[src/verilog/bcr_pkg.sv]
// Purpose: constants and types for the buck converter control register bank
// Assumes: 8-bit registers, 100 MHz mclk
// Notes:   two channels, channel stride of three addresses
package bcr_pkg;
   localparam int NCH = 2;
   localparam int VW  = 5;

   localparam logic [7:0] ADDR_B1_MAIN   = 8'h10;
   localparam logic [7:0] ADDR_B1_SET2   = 8'h11;
   localparam logic [7:0] ADDR_B1_STBY   = 8'h12;
   localparam logic [7:0] ADDR_B2_MAIN   = 8'h13;
   localparam logic [7:0] ADDR_B2_SET2   = 8'h14;
   localparam logic [7:0] ADDR_B2_STBY   = 8'h15;
   localparam logic [7:0] ADDR_MAIN [NCH] = '{ADDR_B1_MAIN, ADDR_B2_MAIN};
   localparam logic [7:0] ADDR_SET2 [NCH] = '{ADDR_B1_SET2, ADDR_B2_SET2};
   localparam logic [7:0] ADDR_STBY [NCH] = '{ADDR_B1_STBY, ADDR_B2_STBY};

   // main settings fields
   localparam int ENABLE_BIT   = 7;
   localparam int RIPPLE_BIT   = 6;
   localparam int PWMONLY_BIT  = 5;
   // second settings fields
   localparam int STANDBY_BIT  = 6;
   localparam int DISCH_BIT    = 5;
   localparam int PHASE_LSB    = 3;
   localparam int SLEW_LSB     = 0;
   // standby register pin level field
   localparam int PIN_LSB      = 5;

   // 1.24 V on channel 1, 3.32 V on channel 2
   localparam logic [VW-1:0] B1_VCODE_RST = 5'h10;
   localparam logic [VW-1:0] B2_VCODE_RST = 5'h1D;
   localparam logic [1:0]    PHASE_RST    = 2'h2;
   localparam logic [2:0]    SLEW_RST     = 3'h6;
   localparam logic [2:0]    SLEW_IMMED   = 3'h7;

   localparam logic [7:0] MAIN_RST [NCH] = '{8'h0010, 8'h001D};
   localparam logic [7:0] SET2_RST [NCH] = '{8'h0016, 8'h0006};
   localparam logic [7:0] STBY_RST [NCH] = '{8'h0010, 8'h001D};
   localparam logic [7:0] MAIN_MASK [NCH] = '{8'h00FF, 8'h00FF};
   localparam logic [7:0] SET2_MASK [NCH] = '{8'h007F, 8'h0067};
   localparam logic [7:0] STBY_MASK [NCH] = '{8'h001F, 8'h001F};
   localparam logic       PIN_SHOWN [NCH] = '{1'b1, 1'b0};

   // slowest slew: one 40 mV code step at 0.24 mV/us (80 mV at 0.48 on channel 2)
   localparam int CLK_PERIOD_NS     = 10;
   localparam int STEP_UV           = 40000;
   localparam int SLOW_RATE_UV_US   = 240;
   localparam int SLEW_BASE_NS      = STEP_UV * 1000 / SLOW_RATE_UV_US;
   localparam int SLEW_BASE_CYC     = SLEW_BASE_NS / CLK_PERIOD_NS;
   localparam int CNT_W             = 15;

   typedef struct packed {
      logic          wr;
      logic [7:0]    addr;
      logic [7:0]    wdata;
   } bcr_reg_req_t;

   typedef struct packed {
      logic          enable;
      logic          rippleSelect;
      logic          pulseSkipMode;
      logic          dischargeEnable;
      logic          slewing;
      logic [VW-1:0] targetCode;
   } bcr_buck_ctl_t;
endpackage

[src/verilog/bcr_regs.sv]
// Purpose: control register bank and voltage slew stepper for two buck channels
// Assumes: register port driven by an on-chip serial engine on mclk
// Notes:   pin levels are synchronised before use
// Behaviour
// six registers at addresses 10h through 15h
// reset voltage codes 1.24 V and 3.32 V
// phase field bits 4:3, reset 180 degrees
// channel 1 slew code, reset 110
// channel 2 slew code, reset 110
// defined defaults; pin levels read-only bits 7:5
// standby forces pulse skip and standby code
// ripple bit passed to comparator control
// target stepped at slew rate, 111 immediate
// pin controls may also request standby
// enable, ripple, pwm-only, standby, discharge bit positions
`timescale 1ns/1ps
`default_nettype none
module bcr_regs
   import bcr_pkg::*;
#(
   parameter int SLEW_BASE_CYCLES = SLEW_BASE_CYC
) (
   input  wire logic          mclk,
   input  wire logic          rst,
   input  wire logic          ce,
   input  wire bcr_reg_req_t  regReq,
   output var  logic [7:0]    regRdData,
   input  wire logic [2:0]    gpioPin,
   input  wire logic [NCH-1:0] pinStandbyCtrl,
   output var  bcr_buck_ctl_t buck1Ctl,
   output var  bcr_buck_ctl_t buck2Ctl,
   output var  logic [1:0]    phaseOffset
);
   localparam logic [CNT_W-1:0] BASE = CNT_W'(SLEW_BASE_CYCLES);

   logic [2:0]          pinMeta_reg;
   logic [2:0]          pinSync_reg;
   logic [NCH-1:0][7:0] mainV;
   logic [NCH-1:0][7:0] set2V;
   logic [NCH-1:0][7:0] stbyV;
   logic [NCH-1:0][VW-1:0] curV;
   logic [NCH-1:0][VW-1:0] goalV;
   logic [NCH-1:0]      standbyEff;
   bcr_buck_ctl_t       ctlV [NCH];
   logic [7:0]          rdData_reg;
   logic [7:0]          rdData_next;

   always_ff @(posedge mclk or posedge rst) begin
      if (rst) begin
         pinMeta_reg <= 3'h0;
         pinSync_reg <= 3'h0;
      end else if (ce) begin
         pinMeta_reg <= gpioPin;
         pinSync_reg <= pinMeta_reg;
      end
   end

   for (genvar g = 0; g < NCH; g++) begin : g_ch
      logic [7:0]       main_reg, main_next;
      logic [7:0]       set2_reg, set2_next;
      logic [7:0]       stby_reg, stby_next;
      logic [VW-1:0]    cur_reg, cur_next;
      logic [CNT_W-1:0] cnt_reg, cnt_next;
      bcr_buck_ctl_t    ctl_reg, ctl_next;
      logic             stbyReq;
      logic [VW-1:0]    goal;
      logic [2:0]       slew;
      logic [CNT_W-1:0] interval;

      always_comb begin
         main_next = main_reg;
         set2_next = set2_reg;
         stby_next = stby_reg;
         if (regReq.wr) begin
            if (regReq.addr == ADDR_MAIN[g]) begin
               main_next = regReq.wdata & MAIN_MASK[g];
            end
            if (regReq.addr == ADDR_SET2[g]) begin
               set2_next = regReq.wdata & SET2_MASK[g];
            end
            if (regReq.addr == ADDR_STBY[g]) begin
               stby_next = regReq.wdata & STBY_MASK[g];
            end
         end
      end

      always_ff @(posedge mclk or posedge rst) begin
         if (rst) begin
            main_reg <= MAIN_RST[g];
            set2_reg <= SET2_RST[g];
            stby_reg <= STBY_RST[g];
         end else if (ce) begin
            main_reg <= main_next;
            set2_reg <= set2_next;
            stby_reg <= stby_next;
         end
      end

      // standby from register bit or pin control
      assign stbyReq  = set2_reg[STANDBY_BIT] | pinStandbyCtrl[g];
      assign goal     = stbyReq ? stby_reg[VW-1:0] : main_reg[VW-1:0];
      assign slew     = set2_reg[SLEW_LSB +: 3];
      assign interval = BASE >> slew;

      always_comb begin
         cur_next = cur_reg;
         cnt_next = '0;
         if (cur_reg != goal) begin
            if (slew == SLEW_IMMED) begin
               cur_next = goal;
            end else if (CNT_W'(cnt_reg + 1'b1) >= interval) begin
               cur_next = (goal > cur_reg) ? VW'(cur_reg + 1'b1) : VW'(cur_reg - 1'b1);
            end else begin
               cnt_next = CNT_W'(cnt_reg + 1'b1);
            end
         end
         ctl_next.enable          = main_reg[ENABLE_BIT];
         ctl_next.rippleSelect    = main_reg[RIPPLE_BIT];
         ctl_next.pulseSkipMode   = ~main_reg[PWMONLY_BIT] | stbyReq;
         ctl_next.dischargeEnable = set2_reg[DISCH_BIT];
         ctl_next.slewing         = (cur_next != goal);
         ctl_next.targetCode      = cur_next;
      end

      always_ff @(posedge mclk or posedge rst) begin
         if (rst) begin
            cur_reg <= STBY_RST[g][VW-1:0];
            cnt_reg <= '0;
            ctl_reg <= '{enable: 1'b0, rippleSelect: 1'b0, pulseSkipMode: 1'b1,
                         dischargeEnable: 1'b0, slewing: 1'b0, targetCode: STBY_RST[g][VW-1:0]};
         end else if (ce) begin
            cur_reg <= cur_next;
            cnt_reg <= cnt_next;
            ctl_reg <= ctl_next;
         end
      end

      assign mainV[g]      = main_reg;
      assign set2V[g]      = set2_reg;
      assign stbyV[g]      = stby_reg;
      assign curV[g]       = cur_reg;
      assign goalV[g]      = goal;
      assign standbyEff[g] = stbyReq;
      assign ctlV[g]       = ctl_reg;
   end

   always_comb begin
      rdData_next = 8'h00;
      for (int c = 0; c < NCH; c++) begin
         if (regReq.addr == ADDR_MAIN[c]) begin
            rdData_next = mainV[c];
         end
         if (regReq.addr == ADDR_SET2[c]) begin
            rdData_next = set2V[c];
         end
         if (regReq.addr == ADDR_STBY[c]) begin
            rdData_next = stbyV[c];
            if (PIN_SHOWN[c]) begin
               rdData_next[PIN_LSB +: 3] = pinSync_reg;
            end
         end
      end
   end

   always_ff @(posedge mclk or posedge rst) begin
      if (rst) begin
         rdData_reg <= 8'h00;
      end else if (ce) begin
         rdData_reg <= rdData_next;
      end
   end

   assign regRdData   = rdData_reg;
   assign buck1Ctl    = ctlV[0];
   assign buck2Ctl    = ctlV[1];
   assign phaseOffset = set2V[0][PHASE_LSB +: 2];
endmodule
`default_nettype wire
[config.mk]
export PLATFORM = sky130hd
export DESIGN_NAME = bcr_regs
export DESIGN_NICKNAME = d
export VERILOG_FILES = /design/src/verilog/bcr_pkg.sv /design/src/verilog/bcr_regs.sv
export SDC_FILE = /design/constraint.sdc
export NUM_CORES = 1
export LEC_CHECK = 0
export BUFFER_PORTS_ARGS = -buffer_cell sky130_fd_sc_hd__buf_2
export CAP_MARGIN = 30
export CELL_PAD_IN_SITES_DETAIL_PLACEMENT = 0
export CELL_PAD_IN_SITES_GLOBAL_PLACEMENT = 2
export CORE_AREA = 5 5 147 149
export CTS_CLUSTER_DIAMETER = 40
export DETAILED_ROUTE_END_ITERATION = 8
export DIE_AREA = 0 0 152 154
export PLACE_DENSITY = 0.85
export SLEW_MARGIN = 20
export SYNTH_ARGS = -nofsm -noshare
export SYNTH_HDL_FRONTEND = slang
export SYNTH_SLANG_ARGS = --single-unit
export TNS_END_PERCENT = 5
[constraint.sdc]
create_clock -name mclk -period 3.9 [get_ports mclk]
set_clock_uncertainty 0.1 [all_clocks]
set_input_delay 0.195 -clock mclk [delete_from_list [all_inputs] [get_ports mclk]]
set_output_delay 0.195 -clock mclk [all_outputs]
set_load 0.02 [all_outputs]
; Word-level counts from Yosys, hierarchy flattened
; Cells that the tools add are included.
[word_totals]
register_bits = 102
wordCells = 81
output_inout_bits = 30
input_bits = 25
[classes]
n_addsub = 6
n_bitwise = 6
n_reduce_logical = 6
n_shift = 2
order_cmp = 4
eq_ne = 12
muxes = 22
[ops]
columns = operator, count
row1 = two-way mux 15 bit, 6
row2 = two-way mux 5 bit, 10
row3 = "equality test 8 x 5 -> 1 bit, second input constant", 6
row4 = two-way mux 8 bit, 6
row5 = "adder 15 x 1 -> 15 bit, second input constant", 2
row6 = greater-or-equal comparator 15 bit, 2
row7 = ">> shifter 15 x 3 -> 15 bit, first input constant", 2
row8 = inequality test 5 bit, 4
row9 = AND reduction 3 bit, 6
row10 = "adder 5 x 1 -> 5 bit, second input constant", 2
row11 = > comparator 5 bit, 2
row12 = "subtractor 5 x 1 -> 5 bit, second input constant", 2
row13 = "equality test 3 bit, second input constant", 2
row14 = bitwise OR 1 bit, 4
row15 = inverter 1 bit, 2

; Longest topological paths before layout
; Gate-level depths: netlist of the first run.
[logic_depth]
word_depth = 8
depth_mapped = 17
mapped_depth_nobuf = 17

; Worst setup path after synthesis of the first run
; Ideal clock, no wire load.
[synth_path]
path_type = flip-flop to flip-flop
from = reg g_ch[1].set2_reg[6]
to = reg g_ch[1].ctl_reg (netlist bit buck2Ctl[5])
required_time_ns = 3.735
stages_incl_launch_ff = 18
period_less_slack_ns = 3.773
n_path_buf = 0
t_arrival_ns = 3.608
path_slack_ns = 0.127
setup_time_ns = 0.065
cell_sequence = dfrtp_1 -> nor2_4 -> mux2i_1 -> inv_1 -> ha_1 -> and3_1 -> o21a_1 -> o31ai_2 -> inv_1 -> fa_1 -> inv_1 -> a21o_1 -> a21oi_1 -> xnor2_1 -> nand2b_1 -> or4_1 -> o2111ai_1 -> o22a_1
[synth_between]
elab_chain_cells = 8
word_cells_on_any_way = 9
classes_between = 1 x order compare / 2 x eq/ne / 5 x mux / 1 x bitwise
[synth_rtl]
columns = item, line
row1 = start: declaration, bcr_regs.sv:60  ; logic [7:0] set2_reg, set2_next;
row2 = start signal: assignment, bcr_regs.sv:90  ; set2_reg <= SET2_RST[g];
row3 = start signal: assignment, bcr_regs.sv:94  ; set2_reg <= set2_next;
row4 = bitwise OR 1 bit (*), bcr_regs.sv:100  ; assign stbyReq = set2_reg[STANDBY_BIT] | pinStandbyCtrl[g];
row5 = two-way mux 5 bit (*), bcr_regs.sv:101  ; assign goal = stbyReq ? stby_reg[VW-1:0] : main_reg[VW-1:0];
row6 = > comparator 5 bit, bcr_regs.sv:112  ; cur_next = (goal > cur_reg) ? VW'(cur_reg + 1'b1) : VW'(cur_reg - 1'b1);
row7 = two-way mux 5 bit, bcr_regs.sv:112
row8 = two-way mux 5 bit, bcr_regs.sv:111  ; end else if (CNT_W'(cnt_reg + 1'b1) >= interval) begin
row9 = two-way mux 5 bit, bcr_regs.sv:109  ; if (slew == SLEW_IMMED) begin
row10 = two-way mux 5 bit, bcr_regs.sv:108  ; if (cur_reg != goal) begin
row11 = inequality test 5 bit (*), bcr_regs.sv:121  ; ctl_next.slewing = (cur_next != goal);
row12 = end signal: assignment, bcr_regs.sv:129  ; ctl_reg <= '{enable: 1'b0, rippleSelect: 1'b0, pulseSkipMode: 1'b1,
row13 = end signal: assignment, bcr_regs.sv:134  ; ctl_reg <= ctl_next;
row14 = end: declaration, bcr_regs.sv:64  ; bcr_buck_ctl_t ctl_reg, ctl_next;
; Every way passes the cells marked *; elsewhere a longest branch is shown, timed or not.
; A chain may end at the register's enable or synchronous reset.

; Final worst setup path of the first run
; Same ends and word-level chain as after synthesis.

==> summary.md, run 1 <==
| Metric | Value |
|---|---|
| Element type at the critical path end | `flip-flop` |
| Die height | `~150 um` |
| Clk Latency, worst-skew pair | `approximately 0.34 ns` |
| TritonCTS Buffers | `9` |
| Final setup fails | `0` |
| Worst-Margin Slew | `0.7823 ns` |
| RSZ-0062 raised after global routing | `true` |
| Mapped Cells | `702` |
| Critical Path Start Type | `flip-flop` |
| Slew margin rel. | `0.4785` |
| ANT nets after route | `0` |
| Worst-path maximum fanout | `6` |
| Leak Pwr | `3.670 nW` |
| Status | `finished clean` |
| WS Path Type | `reg -> reg` |
| Max reg flops | `30` |
| Nets@finish | `approximately 870` |
| Ys flop type | `dfrtp_1` |
| Clk buf depth | `2` |
| Synth Cell Area | `6909 um2` |
| Netlist cell types | `a little over 70` |
| Routed length per instance | `15.42 um` |
| Post-Syn Nets | `785` |
| Clock sink count | `102` |
| Reg2Reg Depth | `15` |
| Critical Path AT | `3.96 ns` |
| Root buffer cell | `clkbuf_16` |
| Core ar. | `20,040 um2` |
| Die Wd | `152 um` |
| Largest net degree at the start of global routing | `61` |
| Routability cong. | `0.8147` |
| Most common cell after layout, fill and taps aside | `dfrtp_1` |
| Max_cap viols | `0` |
| Via Count | `5,279` |
| Initial DRC Count | `290` |
| Syn-to-layout area delta | `17.66%` |
| Via/cell ratio | `4.985` |
| First-pass GRT wire length | `27,290 um` |
| Total gr overflow | `0` |
| Crit path time final | `3.820 ns` |
| Post-synthesis sequential area ratio | `0.3734` |
| Gr usage total | `0.1395` |
| Post-Syn Area per Cell | `about 10 um2` |
| Initial antenna violation count | `0` |
| Starting Density | `0.3448` |
| Reg2Reg Setup Slack | `0.08 ns` |
| Final hold violations | `0` |
| Warning count from the yosys run | `0` |
| Most frequent cells in the layout | `80 x dfrtp_1, 57 x inv_1, 55 x mux2_2` |
| Htree depth | `3` |
| CTS tree | `done` |
| CP required | `4.04 ns` |
| Ratio of cells with drive above 1 in the final layout | `0.2877` |
| Max-slew violations | `0` |
| Ys async rst share | `1.000` |
| CTS clk-pin slew, worst paths | `0.07 ns` |
| Post-layout power | `4.060 mW` |
| Number of diodes | `0` |
| Detail Placement HPWL | `12,240 um` |
| Die footprint | `~23,000 um2` |
| Hold Crit Depth | `2` |
| Pre-antenna DRT Iters | `4` |
| Power Density | `around 500 nW/um2` |
| Vias in the first global route | `5,336` |
| Final period util | `0.9796` |
| Total Wirelength | `16,330 um` |
| Synth Register Bits | `slightly above 100` |
| Core Rows | `52` |
| IO Pins | `55` |
| Worst IR Drop VDD | `approximately 0.00020 V` |
| F_max | `261.7 MHz` |
| Hold Crit Class | `in -> reg` |
| Number of synthesized flops with an enable pin | `0` |
| DRC violations left | `0` |
| Port buffer count | `between 50 and 60` |
| Final Util | `0.4057` |
==> cell families after synthesis <==
group / after synthesis / synth area share
buf+inv: 83 / 0.04817
flops: 102 / 0.3734
xor+xnor: 44 / 0.05795
simple gates: 187 / 0.1396
fa+ha+maj: 58 / 0.1072
compound gates: 150 / 0.1413
mux: 78 / 0.1324
==> per-stage QoR <==
| stage | instances | setup TNS [ns] | area (um2) | hold WS (ns) | worst slack, ns |
|---|---|---|---|---|---|
| after floorplan | 702 | 0 | 6909 | 0.2456 | 0.1271 |
| after global placement | 1029 | 0 | 7611 | 0.3022 | 0.08059 |
| after detailed placement | 1029 | 0 | 7611 | 0.3032 | 0.01640 |
| after CTS | 1050 | 0 | 7943 | 0.03121 | 0.01080 |
| after global routing | 1059 | -0.1193 | 8129 | 0.05136 | -0.07023 |
| final | 1059 | 0 | 8129 | 0.04600 | 0.07952 |
==> report_power, final <==
| part | internal (mW) | total (mW) | switching [mW] |
|---|---|---|---|
| Combinational | 0.789 | 1.73 | 0.939 |
| Sequential | 1.25 | 1.45 | 0.199 |
| Clock | 0.488 | 0.884 | 0.396 |
==> final timing paths <==
path	startpoint	to
worst min-delay path	regReq[5]	g_ch[1].main_reg[5]$_DFFE_PP0P_
worst min register to register	g_ch[1].main_reg[5]$_DFFE_PP0P_	buck2Ctl[7]$_DFFE_PP1P_
worst max-delay path	g_ch[1].set2_reg[6]$_DFFE_PP0P_	buck2Ctl[5]$_DFFE_PP0P_
max in group asynchronous	rst	g_ch[1].main_reg[3]$_DFFE_PP1P_
min in group asynchronous	rst	pinSync_reg[2]$_DFFE_PP0P_
worst max register to register	g_ch[1].set2_reg[6]$_DFFE_PP0P_	buck2Ctl[5]$_DFFE_PP0P_
==> metal layers <==
metal,vias to the layer above,track usage,share of wire
met5,-,0,0
met1,2543,0.1973,0.50
met2,81,0.2248,0.47
met3,12,0.01855,0.025
met4,0,0.03853,0.010
li1,2643,-,-
==> Yosys cell counts (3+ instances only) <==
cell / number / area, um2
dfrtp_1: 80 / 2002
inv_1: 59 / 221.5
ha_1: 56 / 700.7
mux2_2: 55 / 619.3
nand2_1: 52 / 195.2
o21ai_0: 46 / 230.2
xnor2_1: 35 / 306.5
a21oi_1: 34 / 170.2
nor2_1: 32 / 120.1
nand2b_1: 30 / 187.7
dfstp_2: 22 / 578.1
nand3_1: 22 / 110.1
clkbuf_1: 16 / 60.06
mux2i_1: 15 / 150.1
nor3_1: 11 / 55.05
nand4_1: 8 / 50.05
a21o_1: 7 / 52.55
a31oi_1: 7 / 43.79
o21ai_1: 7 / 35.03
xor2_1: 7 / 61.31
nor2b_1: 5 / 31.28
o22ai_1: 5 / 31.28
a211oi_1: 4 / 30.03
a22oi_1: 4 / 30.03
mux2i_2: 4 / 55.05
o31ai_1: 4 / 30.03
a21boi_0: 3 / 22.52
a22o_1: 3 / 26.28
and2_1: 3 / 18.77
buf_4: 3 / 22.52
mux4_2: 3 / 67.56
nor4_1: 3 / 18.77
o211ai_1: 3 / 22.52
o21a_1: 3 / 22.52
or3_1: 3 / 18.77
==> layout make-up <==
type	count	area (um2)
sequential	102	2580
timing repair buffer	95	594.3
clock buffer	16	281.5
tap	270	337.8
inverter	59	224.0
fill	2010	11910
multi-input combinational	517	4111
==> worst max-delay path, cell delays in order, from the launching register on <==
cell	delay [ns]
dfrtp_1	0.40
nor2_4	0.22
mux2i_2	0.31
inv_1	0.07
ha_1	0.27
and3_4	0.17
o21a_1	0.12
o31ai_4	0.30
inv_1	0.09
fa_2	0.37
xnor2_1	0.28
xnor2_1	0.11
o41a_1	0.37
mux2i_1	0.21
a32oi_2	0.14
o22a_1	0.18
==> timing repair <==
action                                  CTS  global route
endpoints found under the setup margin    0             2
buffers inserted                          0             9
hold buffers                              5             0
hold endpoints to repair                 47             0
gates resized for setup                   0            24
Note: power is estimated with default switching activity, not from simulation.
==> run 2, diff against run 1 <==
--- a/config.mk
+++ b/config.mk
@@ -9,11 +9,11 @@
 export CAP_MARGIN = 30
 export CELL_PAD_IN_SITES_DETAIL_PLACEMENT = 0
 export CELL_PAD_IN_SITES_GLOBAL_PLACEMENT = 2
-export CORE_AREA = 5 5 147 149
+export CORE_AREA = 5 5 135 137
 export CTS_CLUSTER_DIAMETER = 40
 export DETAILED_ROUTE_END_ITERATION = 8
-export DIE_AREA = 0 0 152 154
-export PLACE_DENSITY = 0.85
+export DIE_AREA = 0 0 140 142
+export PLACE_DENSITY = 0.94
 export SLEW_MARGIN = 20
 export SYNTH_ARGS = -nofsm -noshare
 export SYNTH_HDL_FRONTEND = slang
==> constraint.sdc (replaced) <==
create_clock -name mclk -period 5 [get_ports mclk]
set_clock_uncertainty 0.1 [all_clocks]
set_input_delay 0.25 -clock mclk [delete_from_list [all_inputs] [get_ports mclk]]
set_output_delay 0.25 -clock mclk [all_outputs]
set_load 0.02 [all_outputs]
==> summary.md, run 2 (synthesis gave the netlist of run 1 again) <==
| Metric | Value |
|---|---|
| Routability cong. | `0.8980 (+10%)` |
| Worst IR Drop VDD | `0.0001768 V (-10%)` |
| Htree depth | `3 (unchanged)` |
| Root buffer cell | `clkbuf_16` |
| Hold Crit Class | `in -> reg` |
| Post-CTS setup buffers | `0 (unchanged)` |
| Most Used Layer, Global Route | `met2` |
| Int Pwr | `1.902 mW (-25%)` |
| CTS clk-pin slew, worst paths | `0.07 ns (about the same)` |
| Detail Placement HPWL | `12,100 um (-1.2%)` |
| Core Rows | `48 (-7.7%)` |
| Crit path time final | `4.232 ns (+0.4118 ns)` |
| Initial antenna violation count | `0 (unchanged)` |
| Starting Density | `0.4079 (+0.06317)` |
| Status | `finished clean` |
| Total gr overflow | `0 (unchanged)` |
| Final hold violations | `0 (unchanged)` |
| Most common cell after layout, fill and taps aside | `dfrtp_1` |
| Met2 Use GR | `0.2882 (+0.06336)` |
| Die height | `142 um (-7.8%)` |
| Comb power frac | `0.409 (-0.016)` |
| Critical Path AT | `4.42 ns (+0.46 ns)` |
| Port buffer count | `54 (unchanged)` |
| Routed length per instance | `16.36 um (+6.1%)` |
| Most frequent CP cell | `inv_1` |
| WS Path Type | `reg -> reg` |
| Proportion of power drawn by the clock network | `0.224 (+0.006)` |
| Largest net degree at the start of global routing | `62 (+1.6%)` |
| CTS tree | `done` |
| Slowest-stage cell, CP | `dfrtp_1` |
| Crit path largest cell delay | `0.45 ns (+0.05 ns)` |
| Most frequent cells in the layout | `80 x dfrtp_1, 58 x inv_1, 56 x ha_1` |
| Via/cell ratio | `5.391 (+8.2%)` |
| Max_cap viols | `0 (unchanged)` |
| Final setup fails | `0 (unchanged)` |
| Final period util | `0.8465 (-0.1331)` |
| ANT nets after route | `0 (unchanged)` |
| RSZ-0062 raised after global routing | `false` |
| DRC violations left | `0 (unchanged)` |
| # fillers | `1,696 (-16%)` |
| Clock sink count | `102 (unchanged)` |
| Max-slew violations | `0 (unchanged)` |
| Worst-Margin Slew | `0.9138 ns (+0.1315 ns)` |
| Met3 usage | `0.02890 (+0.01035)` |
| Core ar. | `16,940 um2 (-15%)` |
| Element type at the critical path end | `flip-flop` |
| Syn-to-layout area delta | `10.94%` |
| First-pass GRT wire length | `27,280 um (about the same)` |
| Sw frac | `0.3809 (+0.003120)` |
| Clk Latency, worst-skew pair | `0.35 ns (about the same)` |
| Pre-antenna DRT Iters | `4 (unchanged)` |
| Met1 Use GR | `0.2134 (+0.01613)` |
| Switching power total | `1.170 mW (-24%)` |
| Die Wd | `140 um (-7.9%)` |
| Worst-path maximum fanout | `9 (+3)` |
| IO Pins | `55 (unchanged)` |
| Leak Pwr | `3.489 nW (-4.9%)` |
| Vias in the first global route | `5,503 (+3.1%)` |
| Power Density | `400.9 nW/um2 (-20%)` |
| Critical Path Start Type | `flip-flop` |
| Via Count | `5,262 (-0.32%)` |
| Critical-path cell list | `nor2_4 -> mux2i_1 -> inv_1 -> ha_1 -> and3_1 -> o21a_1 -> o31ai_2 -> inv_1 -> fa_1 -> inv_1 -> a21o_1 -> a21oi_1 -> xnor2_1 -> nand2b_1 -> or4_1 -> o2111ai_1 -> o22a_1` |
| Resized Gates After CTS | `0 (unchanged)` |
| TritonCTS Buffers | `9 (unchanged)` |
| Post-layout power | `3.072 mW (-24%)` |
| Die footprint | `19,880 um2 (-15%)` |
| Gr usage total | `0.1672 (+0.02770)` |
| Sequential Power Share | `0.367 (+0.010)` |
| Max reg flops | `30 (unchanged)` |
| CP required | `5.19 ns (+1.15 ns)` |
| Total Wirelength | `15,970 um (-2.2%)` |
| Ratio of cells with drive above 1 in the final layout | `0.2383 (-0.04936)` |
| Clk buf depth | `2 (unchanged)` |
| Dpl ws | `0.7786 ns (+0.7622 ns)` |
| Initial DRC Count | `251 (-13%)` |
| Post-Route Setup TNS | `0 ns (unchanged)` |
| Final setup margin | `0.7677 ns (+0.6882 ns)` |
| Nets@finish | `829 (-4.4%)` |
| Slew margin rel. | `0.3885 (-0.08991)` |
| F_max | `236.3 MHz (-9.7%)` |
| Number of diodes | `0 (unchanged)` |
## run 2: cell types whose count changed in the layout (fill, tap and decap cells not counted), sizes merged
cell         previous run  this run
clkbuf                 16        13
clkinv                  0         2
dlygate4sd3             5         1
buf                    90        56
clkinvlp                0         1
## run 2: area by class of cell
type                            instances  area [um2]  area share
Clock buffer                           13       270.3     0.03526
Timing Repair Buffer                   57       295.3     0.03852
Clock inverter                          3       17.52    0.002285
Multi-Input combinational cell        517        3996      0.5214
Inverter                               59       224.0     0.02922
Tap cell                              225       281.5     0.03673
Sequential cell                       102        2580      0.3366
## run 2: repair_timing
item | in CTS | in global routing
endpoints found under the hold margin | 41 | 0
hold buffers | 1 | 0
setup endpoints to repair | 0 | 0
## run 2: power by group through the flow
stage | Clock [mW] | Combinational, mW | Sequential [mW]
global route | 0.742 | 1.41 | 1.15
CTS | 0.707 | 1.27 | 1.13
global placement | 0 | 1.20 | 1.14
detailed placement | 0 | 1.26 | 1.14
floorplan | 0 | 0.935 | 1.15
finish | 0.687 | 1.26 | 1.13
## run 2: metal layers
metal  up-vias  wire length [um]
met5         -                 0
met4         0               269
met3        21               568
met2        83              7788
met1      2585              7343
li1       2573                 -
## run 2: final timing paths
| kind | end | startpoint | cells past startpoint | slack (ns) |
|---|---|---|---|---|
| setup / recovery | buck2Ctl[5]$_DFFE_PP0P_ | g_ch[1].set2_reg[6]$_DFFE_PP0P_ | 17 | 0.77 |
| min in group asynchronous | pinMeta_reg[2]$_DFFE_PP0P_ | rst | 3 | 0.49 |
| max in group asynchronous | buck2Ctl[3]$_DFFE_PP1P_ | rst | 4 | 3.26 |
| hold / removal | pinMeta_reg[0]$_DFFE_PP0P_ | gpioPin[0] | 2 | 0.03 |
| setup reg to reg | buck2Ctl[5]$_DFFE_PP0P_ | g_ch[1].set2_reg[6]$_DFFE_PP0P_ | 17 | 0.77 |
| hold reg to reg | buck2Ctl[7]$_DFFE_PP1P_ | g_ch[1].main_reg[5]$_DFFE_PP0P_ | 1 | 0.37 |
## run 2: through the flow
| step | utilization | hold WS [ns] | cell area (um2) | cells |
|---|---|---|---|---|
| 2_1_floorplan | - | 0.3006 | 6909 | 702 |
| 3_3_place_gp | 0.4350 | 0.3419 | 7367 | 959 |
| 3_5_place_dp | 0.4350 | 0.3514 | 7367 | 959 |
| 4_1_cts | 0.4526 | 0.02334 | 7665 | 976 |
| 5_1_grt | 0.4526 | 0.03211 | 7665 | 976 |
| 6_report | 0.4526 | 0.03124 | 7665 | 976 |
## run 2: critical path, delay by kind of cell, from the launching register on
kind,cells,cell delay (ns)
flip-flops,1,0.45
AO/OA/AOI/OAI,6,1.01
AND/OR/NAND/NOR,4,1.07
adder cells (fa/ha/maj),2,0.72
multiplexers,1,0.37
XOR/XNOR,1,0.14
buffers and inverters,3,0.32
